**src/sync_rx_map.vh**
```
// constants for the clock-synchronous slave receiver
`ifndef SYNC_RX_MAP_VH
`define SYNC_RX_MAP_VH
`define PROTECT_KEY       16'hA502
`define BITS_PER_CHAR     4'h8
`define SESSION_BYTES     6'h20
`define BIT_RATE_KBPS     100
`endif

```
**src/sync_rx_shifter.v**
```verilog
// serial-in shifter assembling one lsb-first character
module sync_rx_shifter #(
   parameter WIDTH = 8
) (
   input  wire             i_core_clk,  // core clock
   input  wire             i_reset_n,   // async reset, active low
   input  wire             i_clear,     // restart character
   input  wire             i_sample,    // one-cycle sampling strobe
   input  wire             i_bit,       // synchronised data bit
   output reg  [WIDTH-1:0] o_data,      // assembled character
   output reg              o_done       // one-cycle: character complete
);
   reg [WIDTH-1:0] shift_reg;
   reg [3:0]       count_reg;

   always @(posedge i_core_clk or negedge i_reset_n) begin
      if (!i_reset_n) begin
         shift_reg <= {WIDTH{1'b0}};
         count_reg <= 4'h0;
         o_data    <= {WIDTH{1'b0}};
         o_done    <= 1'b0;
      end else begin
         o_done <= 1'b0;
         if (i_clear) begin
            count_reg <= 4'h0;
         end else if (i_sample) begin
            shift_reg <= {i_bit, shift_reg[WIDTH-1:1]};
            if (count_reg == WIDTH - 1) begin
               count_reg <= 4'h0;
               o_data    <= {i_bit, shift_reg[WIDTH-1:1]};
               o_done    <= 1'b1;
            end else begin
               count_reg <= count_reg + 4'h1;
            end
         end
      end
   end
endmodule // sync_rx_shifter

```
**src/sync_serial_slave_receiver.v**
```verilog
// clock-synchronous slave receiver with session and indicator logic
`include "sync_rx_map.vh"
module sync_serial_slave_receiver #(
   parameter WIDTH = 8
) (
   input  wire             i_core_clk,     // core clock, 10 MHz
   input  wire             i_reset_n,      // async reset, active low
   input  wire             i_sync_clock_in,// external bit clock pin
   input  wire             i_serial_data_in,// serial data pin
   input  wire             i_key_wr,       // one-cycle key write strobe
   input  wire [15:0]      i_key_data,     // key value written
   input  wire             i_module_stop,  // level: module stop request
   input  wire             i_rx_enable,    // level: receive enable
   input  wire             i_data_read,    // one-cycle: byte read
   input  wire             i_flag_clear,   // one-cycle: clear request flag
   output reg  [WIDTH-1:0] o_rx_data,      // receive data register
   output reg              o_rx_full_request_flag, // sticky request flag
   output reg              o_rx_full_irq,  // one-cycle full request
   output reg              o_rx_error_irq, // one-cycle error request
   output reg              o_start_indicator, // session started
   output reg              o_done_indicator,  // session finished
   output reg              o_error_indicator, // receive error seen
   output reg              o_running       // channel out of stop
);
   // ----------------------------------------------------------------
   // bit clock synchroniser and edge detect
   // ----------------------------------------------------------------
   reg [2:0] sck_reg;
   always @(posedge i_core_clk or negedge i_reset_n) begin
      if (!i_reset_n) begin
         sck_reg <= 3'h0;
      end else begin
         sck_reg <= {sck_reg[1:0], i_sync_clock_in};
      end
   end
   // third stage only delays the synchronised level for the edge test
   wire sck_rise = sck_reg[1] & ~sck_reg[2];

   // ----------------------------------------------------------------
   // data synchroniser, same depth as the clock path
   // ----------------------------------------------------------------
   reg [1:0] sdi_reg;
   always @(posedge i_core_clk or negedge i_reset_n) begin
      if (!i_reset_n) begin
         sdi_reg <= 2'h0;
      end else begin
         sdi_reg <= {sdi_reg[0], i_serial_data_in};
      end
   end

   // ----------------------------------------------------------------
   // protection key check
   // ----------------------------------------------------------------
   reg key_ok_reg;
   always @(posedge i_core_clk or negedge i_reset_n) begin
      if (!i_reset_n) begin
         key_ok_reg <= 1'b0;
      end else if (i_key_wr) begin
         // any other value clears the key match; a channel already running stays on until module stop
         key_ok_reg <= (i_key_data == `PROTECT_KEY);
      end
   end

   // ----------------------------------------------------------------
   // module stop state
   // ----------------------------------------------------------------
   always @(posedge i_core_clk or negedge i_reset_n) begin
      if (!i_reset_n) begin
         o_running <= 1'b0;
      end else begin
         if (i_module_stop)
            o_running <= 1'b0;
         else if (key_ok_reg)
            o_running <= 1'b1;
      end
   end

   // ----------------------------------------------------------------
   // session state machine
   // ----------------------------------------------------------------
   localparam ST_IDLE = 2'b00;
   localparam ST_RECV = 2'b01;
   localparam ST_DONE = 2'b10;
   reg [1:0] state_reg;
   reg [1:0] state_next;
   reg [5:0] count_reg;
   reg       unread_reg;
   wire active = o_running & i_rx_enable & (state_reg == ST_RECV);
   wire [WIDTH-1:0] shift_data;
   wire             shift_done;
   wire             byte_done = shift_done & active;

   // true when the byte now completing closes the session
   function last_byte;
      input [5:0] count;
      begin
         last_byte = (count == `SESSION_BYTES - 6'h01);
      end
   endfunction

   sync_rx_shifter #(.WIDTH(WIDTH)) u_shifter (
      .i_core_clk (i_core_clk),
      .i_reset_n  (i_reset_n),
      .i_clear    (~active),
      .i_sample   (sck_rise & active),
      .i_bit      (sdi_reg[1]),
      .o_data     (shift_data),
      .o_done     (shift_done)
   );

   // ----------------------------------------------------------------
   // next-state logic
   // ----------------------------------------------------------------
   always @* begin
      state_next = state_reg;
      case (state_reg)
         ST_IDLE: begin
            if (o_running & i_rx_enable)
               state_next = ST_RECV;
         end
         ST_RECV: begin
            if (!o_running)
               state_next = ST_IDLE;
            else if (byte_done && last_byte(count_reg))
               state_next = ST_DONE;
         end
         ST_DONE: begin
            // a new session needs enable to drop or the channel to stop first
            if (!o_running || !i_rx_enable)
               state_next = ST_IDLE;
         end
         default: begin
            state_next = ST_IDLE;
         end
      endcase
   end

   wire session_start = (state_reg == ST_IDLE) & (state_next == ST_RECV);
   wire overrun       = byte_done & unread_reg & ~i_data_read;

   // ----------------------------------------------------------------
   // state register and session byte counter
   // ----------------------------------------------------------------
   always @(posedge i_core_clk or negedge i_reset_n) begin
      if (!i_reset_n) begin
         state_reg <= ST_IDLE;
         count_reg <= 6'h00;
      end else begin
         state_reg <= state_next;
         if (session_start)
            count_reg <= 6'h00;
         else if (byte_done)
            count_reg <= count_reg + 6'h01;
      end
   end

   // ----------------------------------------------------------------
   // receive data register and request pulses
   // ----------------------------------------------------------------
   always @(posedge i_core_clk or negedge i_reset_n) begin
      if (!i_reset_n) begin
         o_rx_data      <= {WIDTH{1'b0}};
         o_rx_full_irq  <= 1'b0;
         o_rx_error_irq <= 1'b0;
      end else begin
         o_rx_full_irq  <= byte_done;
         o_rx_error_irq <= overrun;
         // an overrun still replaces the unread byte
         if (byte_done)
            o_rx_data <= shift_data;
      end
   end

   // ----------------------------------------------------------------
   // unread tracking and polled request flag, set wins over clear
   // ----------------------------------------------------------------
   always @(posedge i_core_clk or negedge i_reset_n) begin
      if (!i_reset_n) begin
         unread_reg             <= 1'b0;
         o_rx_full_request_flag <= 1'b0;
      end else begin
         if (byte_done)
            unread_reg <= 1'b1;
         else if (i_data_read)
            unread_reg <= 1'b0;
         if (byte_done)
            o_rx_full_request_flag <= 1'b1;
         else if (i_flag_clear)
            o_rx_full_request_flag <= 1'b0;
      end
   end

   // ----------------------------------------------------------------
   // start, done and error indicators
   // ----------------------------------------------------------------
   always @(posedge i_core_clk or negedge i_reset_n) begin
      if (!i_reset_n) begin
         o_start_indicator <= 1'b0;
         o_done_indicator  <= 1'b0;
         o_error_indicator <= 1'b0;
      end else begin
         if (session_start) begin
            // start stays on through done; the others restart
            o_start_indicator <= 1'b1;
            o_done_indicator  <= 1'b0;
            o_error_indicator <= 1'b0;
         end
         if (byte_done && last_byte(count_reg))
            o_done_indicator <= 1'b1;
         if (overrun)
            o_error_indicator <= 1'b1;
      end
   end
endmodule // sync_serial_slave_receiver

```
**config.mk**
```make
export PLATFORM = sky130hd
export DESIGN_NAME = sync_serial_slave_receiver
export DESIGN_NICKNAME = d
export VERILOG_FILES = /design/src/sync_rx_shifter.v /design/src/sync_serial_slave_receiver.v
export VERILOG_INCLUDE_DIRS = /design/src
export SDC_FILE = /design/constraint.sdc
export NUM_CORES = 1
export LEC_CHECK = 0
export BUFFER_PORTS_ARGS = -buffer_cell sky130_fd_sc_hd__buf_2
export CORE_AREA = 2 2 64 66
export CTS_BUF_LIST = sky130_fd_sc_hd__clkbuf_4 sky130_fd_sc_hd__clkbuf_8
export CTS_CLUSTER_DIAMETER = 150
export CTS_CLUSTER_SIZE = 10
export DETAILED_ROUTE_END_ITERATION = 16
export DIE_AREA = 0 0 66 68
export HOLD_SLACK_MARGIN = 0.15
export PLACE_DENSITY_LB_ADDON = 0.25
export SLEW_MARGIN = 20
export SYNTH_ARGS = -nofsm -noshare
export SYNTH_HDL_FRONTEND = slang
export SYNTH_HIERARCHICAL = 1
export SYNTH_SLANG_ARGS = --single-unit
```
**constraint.sdc**
```tcl
create_clock -name i_core_clk -period 5.1 [get_ports i_core_clk]
set_input_delay 0.255 -clock i_core_clk [delete_from_list [all_inputs] [get_ports i_core_clk]]
set_output_delay 0.255 -clock i_core_clk [all_outputs]
set_load 0.1 [all_outputs]
```
Yosys cells after proc, flatten, opt, wreduce, memory -nomap -nowiden
Index checks and enable logic that the tools add are counted.

Bits in registers: 51. Input port bits: 25. Output and inout bits: 15. Logic and storage cells: 72.

Add/sub/neg operators: 2. Equal/unequal tests: 7. Muxes and demuxes: 22. Bitwise logic cells: 10. Reduce and logical (&&, ||, !) cells: 13.

Operator list (number): == test 16 bit (second input constant) (1); two-way mux 1 bit (12); two-way mux 4 bit (3); two-way mux 6 bit (2); nonzero test 2 bit (6); AND 1 bit (8); two-way mux 2 bit (4); adder 6 x 1 -> 6 bit (second input constant) (1); == test 6 x 5 -> 1 bit (second input constant) (1); one-hot mux 2 bit (3 select lines) (1); adder 4 x 1 -> 4 bit (second input constant) (1); == test 2 x 1 -> 1 bit (second input constant) (2); == test 4 x 3 -> 1 bit (second input constant) (1); AND reduction 3 bit (1); == test 2 bit (second input constant) (1); zero test 1 bit (2); zero test 2 bit (1); != test 2 x 1 -> 1 bit (second input constant) (1); NOT 1 bit (2); AND reduction 2 bit (1); logical AND 1 bit (1); logical OR 1 bit (1).

Logic depth before layout (Yosys ltp)
Depth in word-level cells: 11. Mapped depth: 6. Depth with buffers taken out: 5.

Cells and area by module
Netlist, hierarchy kept.

Modules (own cells, without submodules): sync_serial_slave_receiver (times used 1, cells each 95, area an instance 1188.6 sq um, seq. area each 750.7 sq um); sync_rx_shifter (times used 1, cells each 52, area an instance 797.0 sq um, seq. area each 500.5 sq um).

Worst setup path after synthesis
Ideal clock, no wire load.

Path kind: register -> register. Start: register o_running. End: register u_shifter.o_data[0]. Setup time: 0.125 ns. Arrival: 2.652 ns. Data required time: 4.975 ns. Slack: 2.324 ns. Cell stages (with the launch flop): 7. Buffers on the path: 1. Period minus slack after synthesis: 2.776 ns. Cells stage by stage: dfrtp_1 -> nand4b_2 -> nor3b_1 -> nand2b_1 -> buf_6 -> nor2_8 -> mux2_2.

Longest elaborated chain between the ends: 4.

RTL lines: start, declared (RTL line sync_serial_slave_receiver.v:23) `output reg o_running`; start signal, assigned (RTL line sync_serial_slave_receiver.v:69) `o_running <= 1'b0;`; start signal, assigned (RTL line sync_serial_slave_receiver.v:72) `o_running <= 1'b0;`; start signal, assigned (RTL line sync_serial_slave_receiver.v:74) `o_running <= 1'b1;`; AND 1 bit (*) (2 in series) (RTL line sync_serial_slave_receiver.v:88) `wire active = o_running & i_rx_enable & (state_reg == ST_RECV);`; AND 1 bit (RTL line sync_serial_slave_receiver.v:105) `.i_sample (sck_rise & active),`; AND reduction 3 bit (no source line) (*); end signal, assigned (RTL line sync_rx_shifter.v:20) `o_data <= {WIDTH{1'b0}};`; end signal, assigned (RTL line sync_rx_shifter.v:30) `o_data <= {i_bit, shift_reg[WIDTH-1:1]};`; end, declared (RTL line sync_rx_shifter.v:10) `output reg [WIDTH-1:0] o_data,`.

Every way passes the cells marked *; elsewhere a longest branch is shown, timed or not. A chain may end at the register's enable or synchronous reset.

Final worst setup path
Start: register state_reg[1]. End: register u_shifter.o_data[4].

Longest elaborated chain between the ends: 4.

RTL lines: start, declared (RTL line sync_serial_slave_receiver.v:84) `reg [1:0] state_reg;`; start signal, assigned (RTL line sync_serial_slave_receiver.v:149) `state_reg <= state_next;`; == test 2 x 1 -> 1 bit (*); AND 1 bit (*) (RTL line sync_serial_slave_receiver.v:88); AND 1 bit (RTL line sync_serial_slave_receiver.v:105); AND reduction 3 bit (no source line) (*).

Marks and branches as above.

==> flow_summary.toml <==
[critical_path]
crit_required_ns = 5.28
cpPeakStageDelay_ns = 0.63
worstPathArrival_ns = 2.86
start_kind = "flop"
path_cells = "nand4b_2 -> nor3b_1 -> nand2b_1 -> nor2_8 -> mux2_2"
crit_type = "flop to flop"
cp_slowest_cell = "nor3b_1"
cp-end-kind = "flop"
cp_max_fo = 11
r2r_slack_ns = 2.43

[outcome]
status = "finished, final reports clean"

[global_route]
grtUsageTotal = 0.176
overflow = 0
grt_pass1_wl_um = 6010
grt_antenna_before_repair = 0
grt_pass1_vias = 1350
grt_max_degree = 51

[cts]
clk-insertion-delay-late_ns = 0.30
cts_tree = "yes"
cts_buffers = 5
clk_pin_slew_worst_paths_ns = 0.10
cts-root-buf = "clkbuf_8"
htree_levels = 2
cts_buffer_depth = 2
cts_setup_buffers = 0
clock-sinks = 50
hold_buffers = 5
cts_resized = 0

[sta]
setup_viol = 0
fin_skew_ns = 0.0108
grt_setup_unrepaired = "false"
fin_setup_tns_ns = 0
slew_headroom = 0.565
drv_slew = 0
finalHoldViolations = 0
clock.fmax_mhz = 374
tightest_slew_ns = 0.651
fin_crit_ns = 2.67
post-route-period-util = 0.524

[die]
die_w_um = 66
io_pins = 40
die_height_um = 68
rows = 23
die_area_mm2 = 0.00449
start_util = 0.515
core_area_mm2 = 0.00386

[synth]
synth_seq_area_share = 0.630
syn-cell-area_mm2 = 0.00199
synth_nets = 174
synth_cells = 147
ys_ff_latch = 50
synth_cell_type_count = 32
avgSynthCellArea_um2 = 13.5
ys_warn_count = 6

[drt]
drc_errors = 0
wire_per_inst_um = 14.1
antenna_left = 0
dr.pass1.iters = 4
drtIter0Drc = 99
wirelength_um = 3510
vias = 1301
routed_via_density = 5.22

[pwr]
power_density_mw_per_mm2 = 294
vdd_drop_max_uv = 219
leakage_nw = 1.23
power_w = 0.000707

[run]
max_cap_viol_count = 0

[finish]
area_delta_synth_final_pct = 21.3
n_antenna_cell = 0
seq_area_mm2 = 0.00125
multi_input_area_um2 = 712
design_area_mm2 = 0.00241
nets = 225
fill_cells = 316
post-route-util = 0.625
layout-drive-gt1-share = 0.367

[placed_design]
portBuffers = 39
place_congestion = 0.761
hpwl_um = 2530
postPlaceCellArea_mm2 = 0.00223

[hold_path]
hp-class = "input pin to flop"
cell usage in the layout, fill, tap and decap left out, types with 5 or more instances in the layout:
cell,n
o21ai_0,6
a21oi_1,7
dlygate4sd3_1,6
mux2_2,23
nand2_1,10
clkbuf_8,5
buf_2,38
nor2_1,6
dfrtp_1,50
per-stage QoR:
step / worst slack (ns) / std cells / hold WS (ns)
after detailed placement: 2.47 / 235 / 0.339
after CTS: 2.43 / 248 / 0.175
after floorplan: 2.32 / 147 / -0.0406
after global routing: 2.16 / 249 / 0.245
final: 2.43 / 249 / 0.233
after global placement: 2.60 / 235 / 0.339
Yosys cell counts, drive strengths merged:
master | count | share of area
a21o | 1 | 0.0038
a21oi | 7 | 0.018
a2bb2oi | 1 | 0.0044
and3 | 1 | 0.0032
and3b | 1 | 0.0044
buf | 1 | 0.0057
dfrtp | 50 | 0.63
ha | 2 | 0.013
inv | 3 | 0.0057
mux2 | 23 | 0.13
mux2i | 2 | 0.010
nand2 | 10 | 0.019
nand2b | 4 | 0.013
nand3 | 3 | 0.0076
nand3b | 4 | 0.015
nand4 | 3 | 0.0095
nand4b | 1 | 0.0076
nand4bb | 1 | 0.0057
nor2 | 7 | 0.021
nor3 | 1 | 0.0025
nor3b | 1 | 0.0038
nor4 | 2 | 0.0063
nor4b | 2 | 0.0088
nor4bb | 1 | 0.0050
o21ai | 6 | 0.015
o22ai | 1 | 0.0032
o31ai | 2 | 0.0076
or3 | 3 | 0.0095
or4 | 2 | 0.0076
xor2 | 1 | 0.0044
routing by layer:
layer	part of all wire	global-route usage	routed length, µm
met5	0	0	0
met2	0.52	0.308	1820
met1	0.44	0.218	1560
met3	0.034	0.0477	119
met4	0.0037	0.0459	13
critical path, delay by kind of cell, from the launching register on:
family / cells / cell delay [ns]
muxes: 1 / 0.37
and+or+nand+nor: 4 / 1.74
DFF: 1 / 0.44
path summary, 6_finish.rpt:
kind / startpoint / endpoint / depth (start not counted)
setup / recovery: state_reg[1] / u_shifter/o_data[4] / 5
min in group asynchronous: i_reset_n / count_reg[0] / 2
hold / removal: i_key_data[5] / key_ok_reg / 4
setup reg to reg: state_reg[1] / u_shifter/o_data[4] / 5
max in group asynchronous: i_reset_n / u_shifter/shift_reg[1] / 2
hold reg to reg: sdi_reg[0] / sdi_reg[1] / 0
where the power goes:
group | leakage, nW | switching, W | internal (W)
sequential | 0.686 | 0.00000124 | 0.000399
clock | 0.0504 | 0.000128 | 0.000146
combinational | 0.496 | 0.0000209 | 0.0000122
layout make-up:
| cell class | count | share of cell area |
|---|---|---|
| multi-input combinational | 93 | 0.296 |
| timing repair buffer | 45 | 0.107 |
| clock inverter | 3 | 0.0187 |
| tap | 50 | 0.0260 |
| sequential | 50 | 0.519 |
| inverter | 3 | 0.00468 |
| clock buffer | 5 | 0.0286 |
cell families after synthesis:
| kind of cell | Yosys count | share of synthesized area |
|---|---|---|
| flip-flops | 50 | 0.630 |
| AND/OR/NAND/NOR | 47 | 0.149 |
| multiplexers | 25 | 0.141 |
| AO/OA/AOI/OAI | 18 | 0.0517 |
| buffers and inverters | 4 | 0.0113 |
| adder cells (fa/ha/maj) | 2 | 0.0126 |
| XOR/XNOR | 1 | 0.00441 |
(Power assumes the default switching activity.)
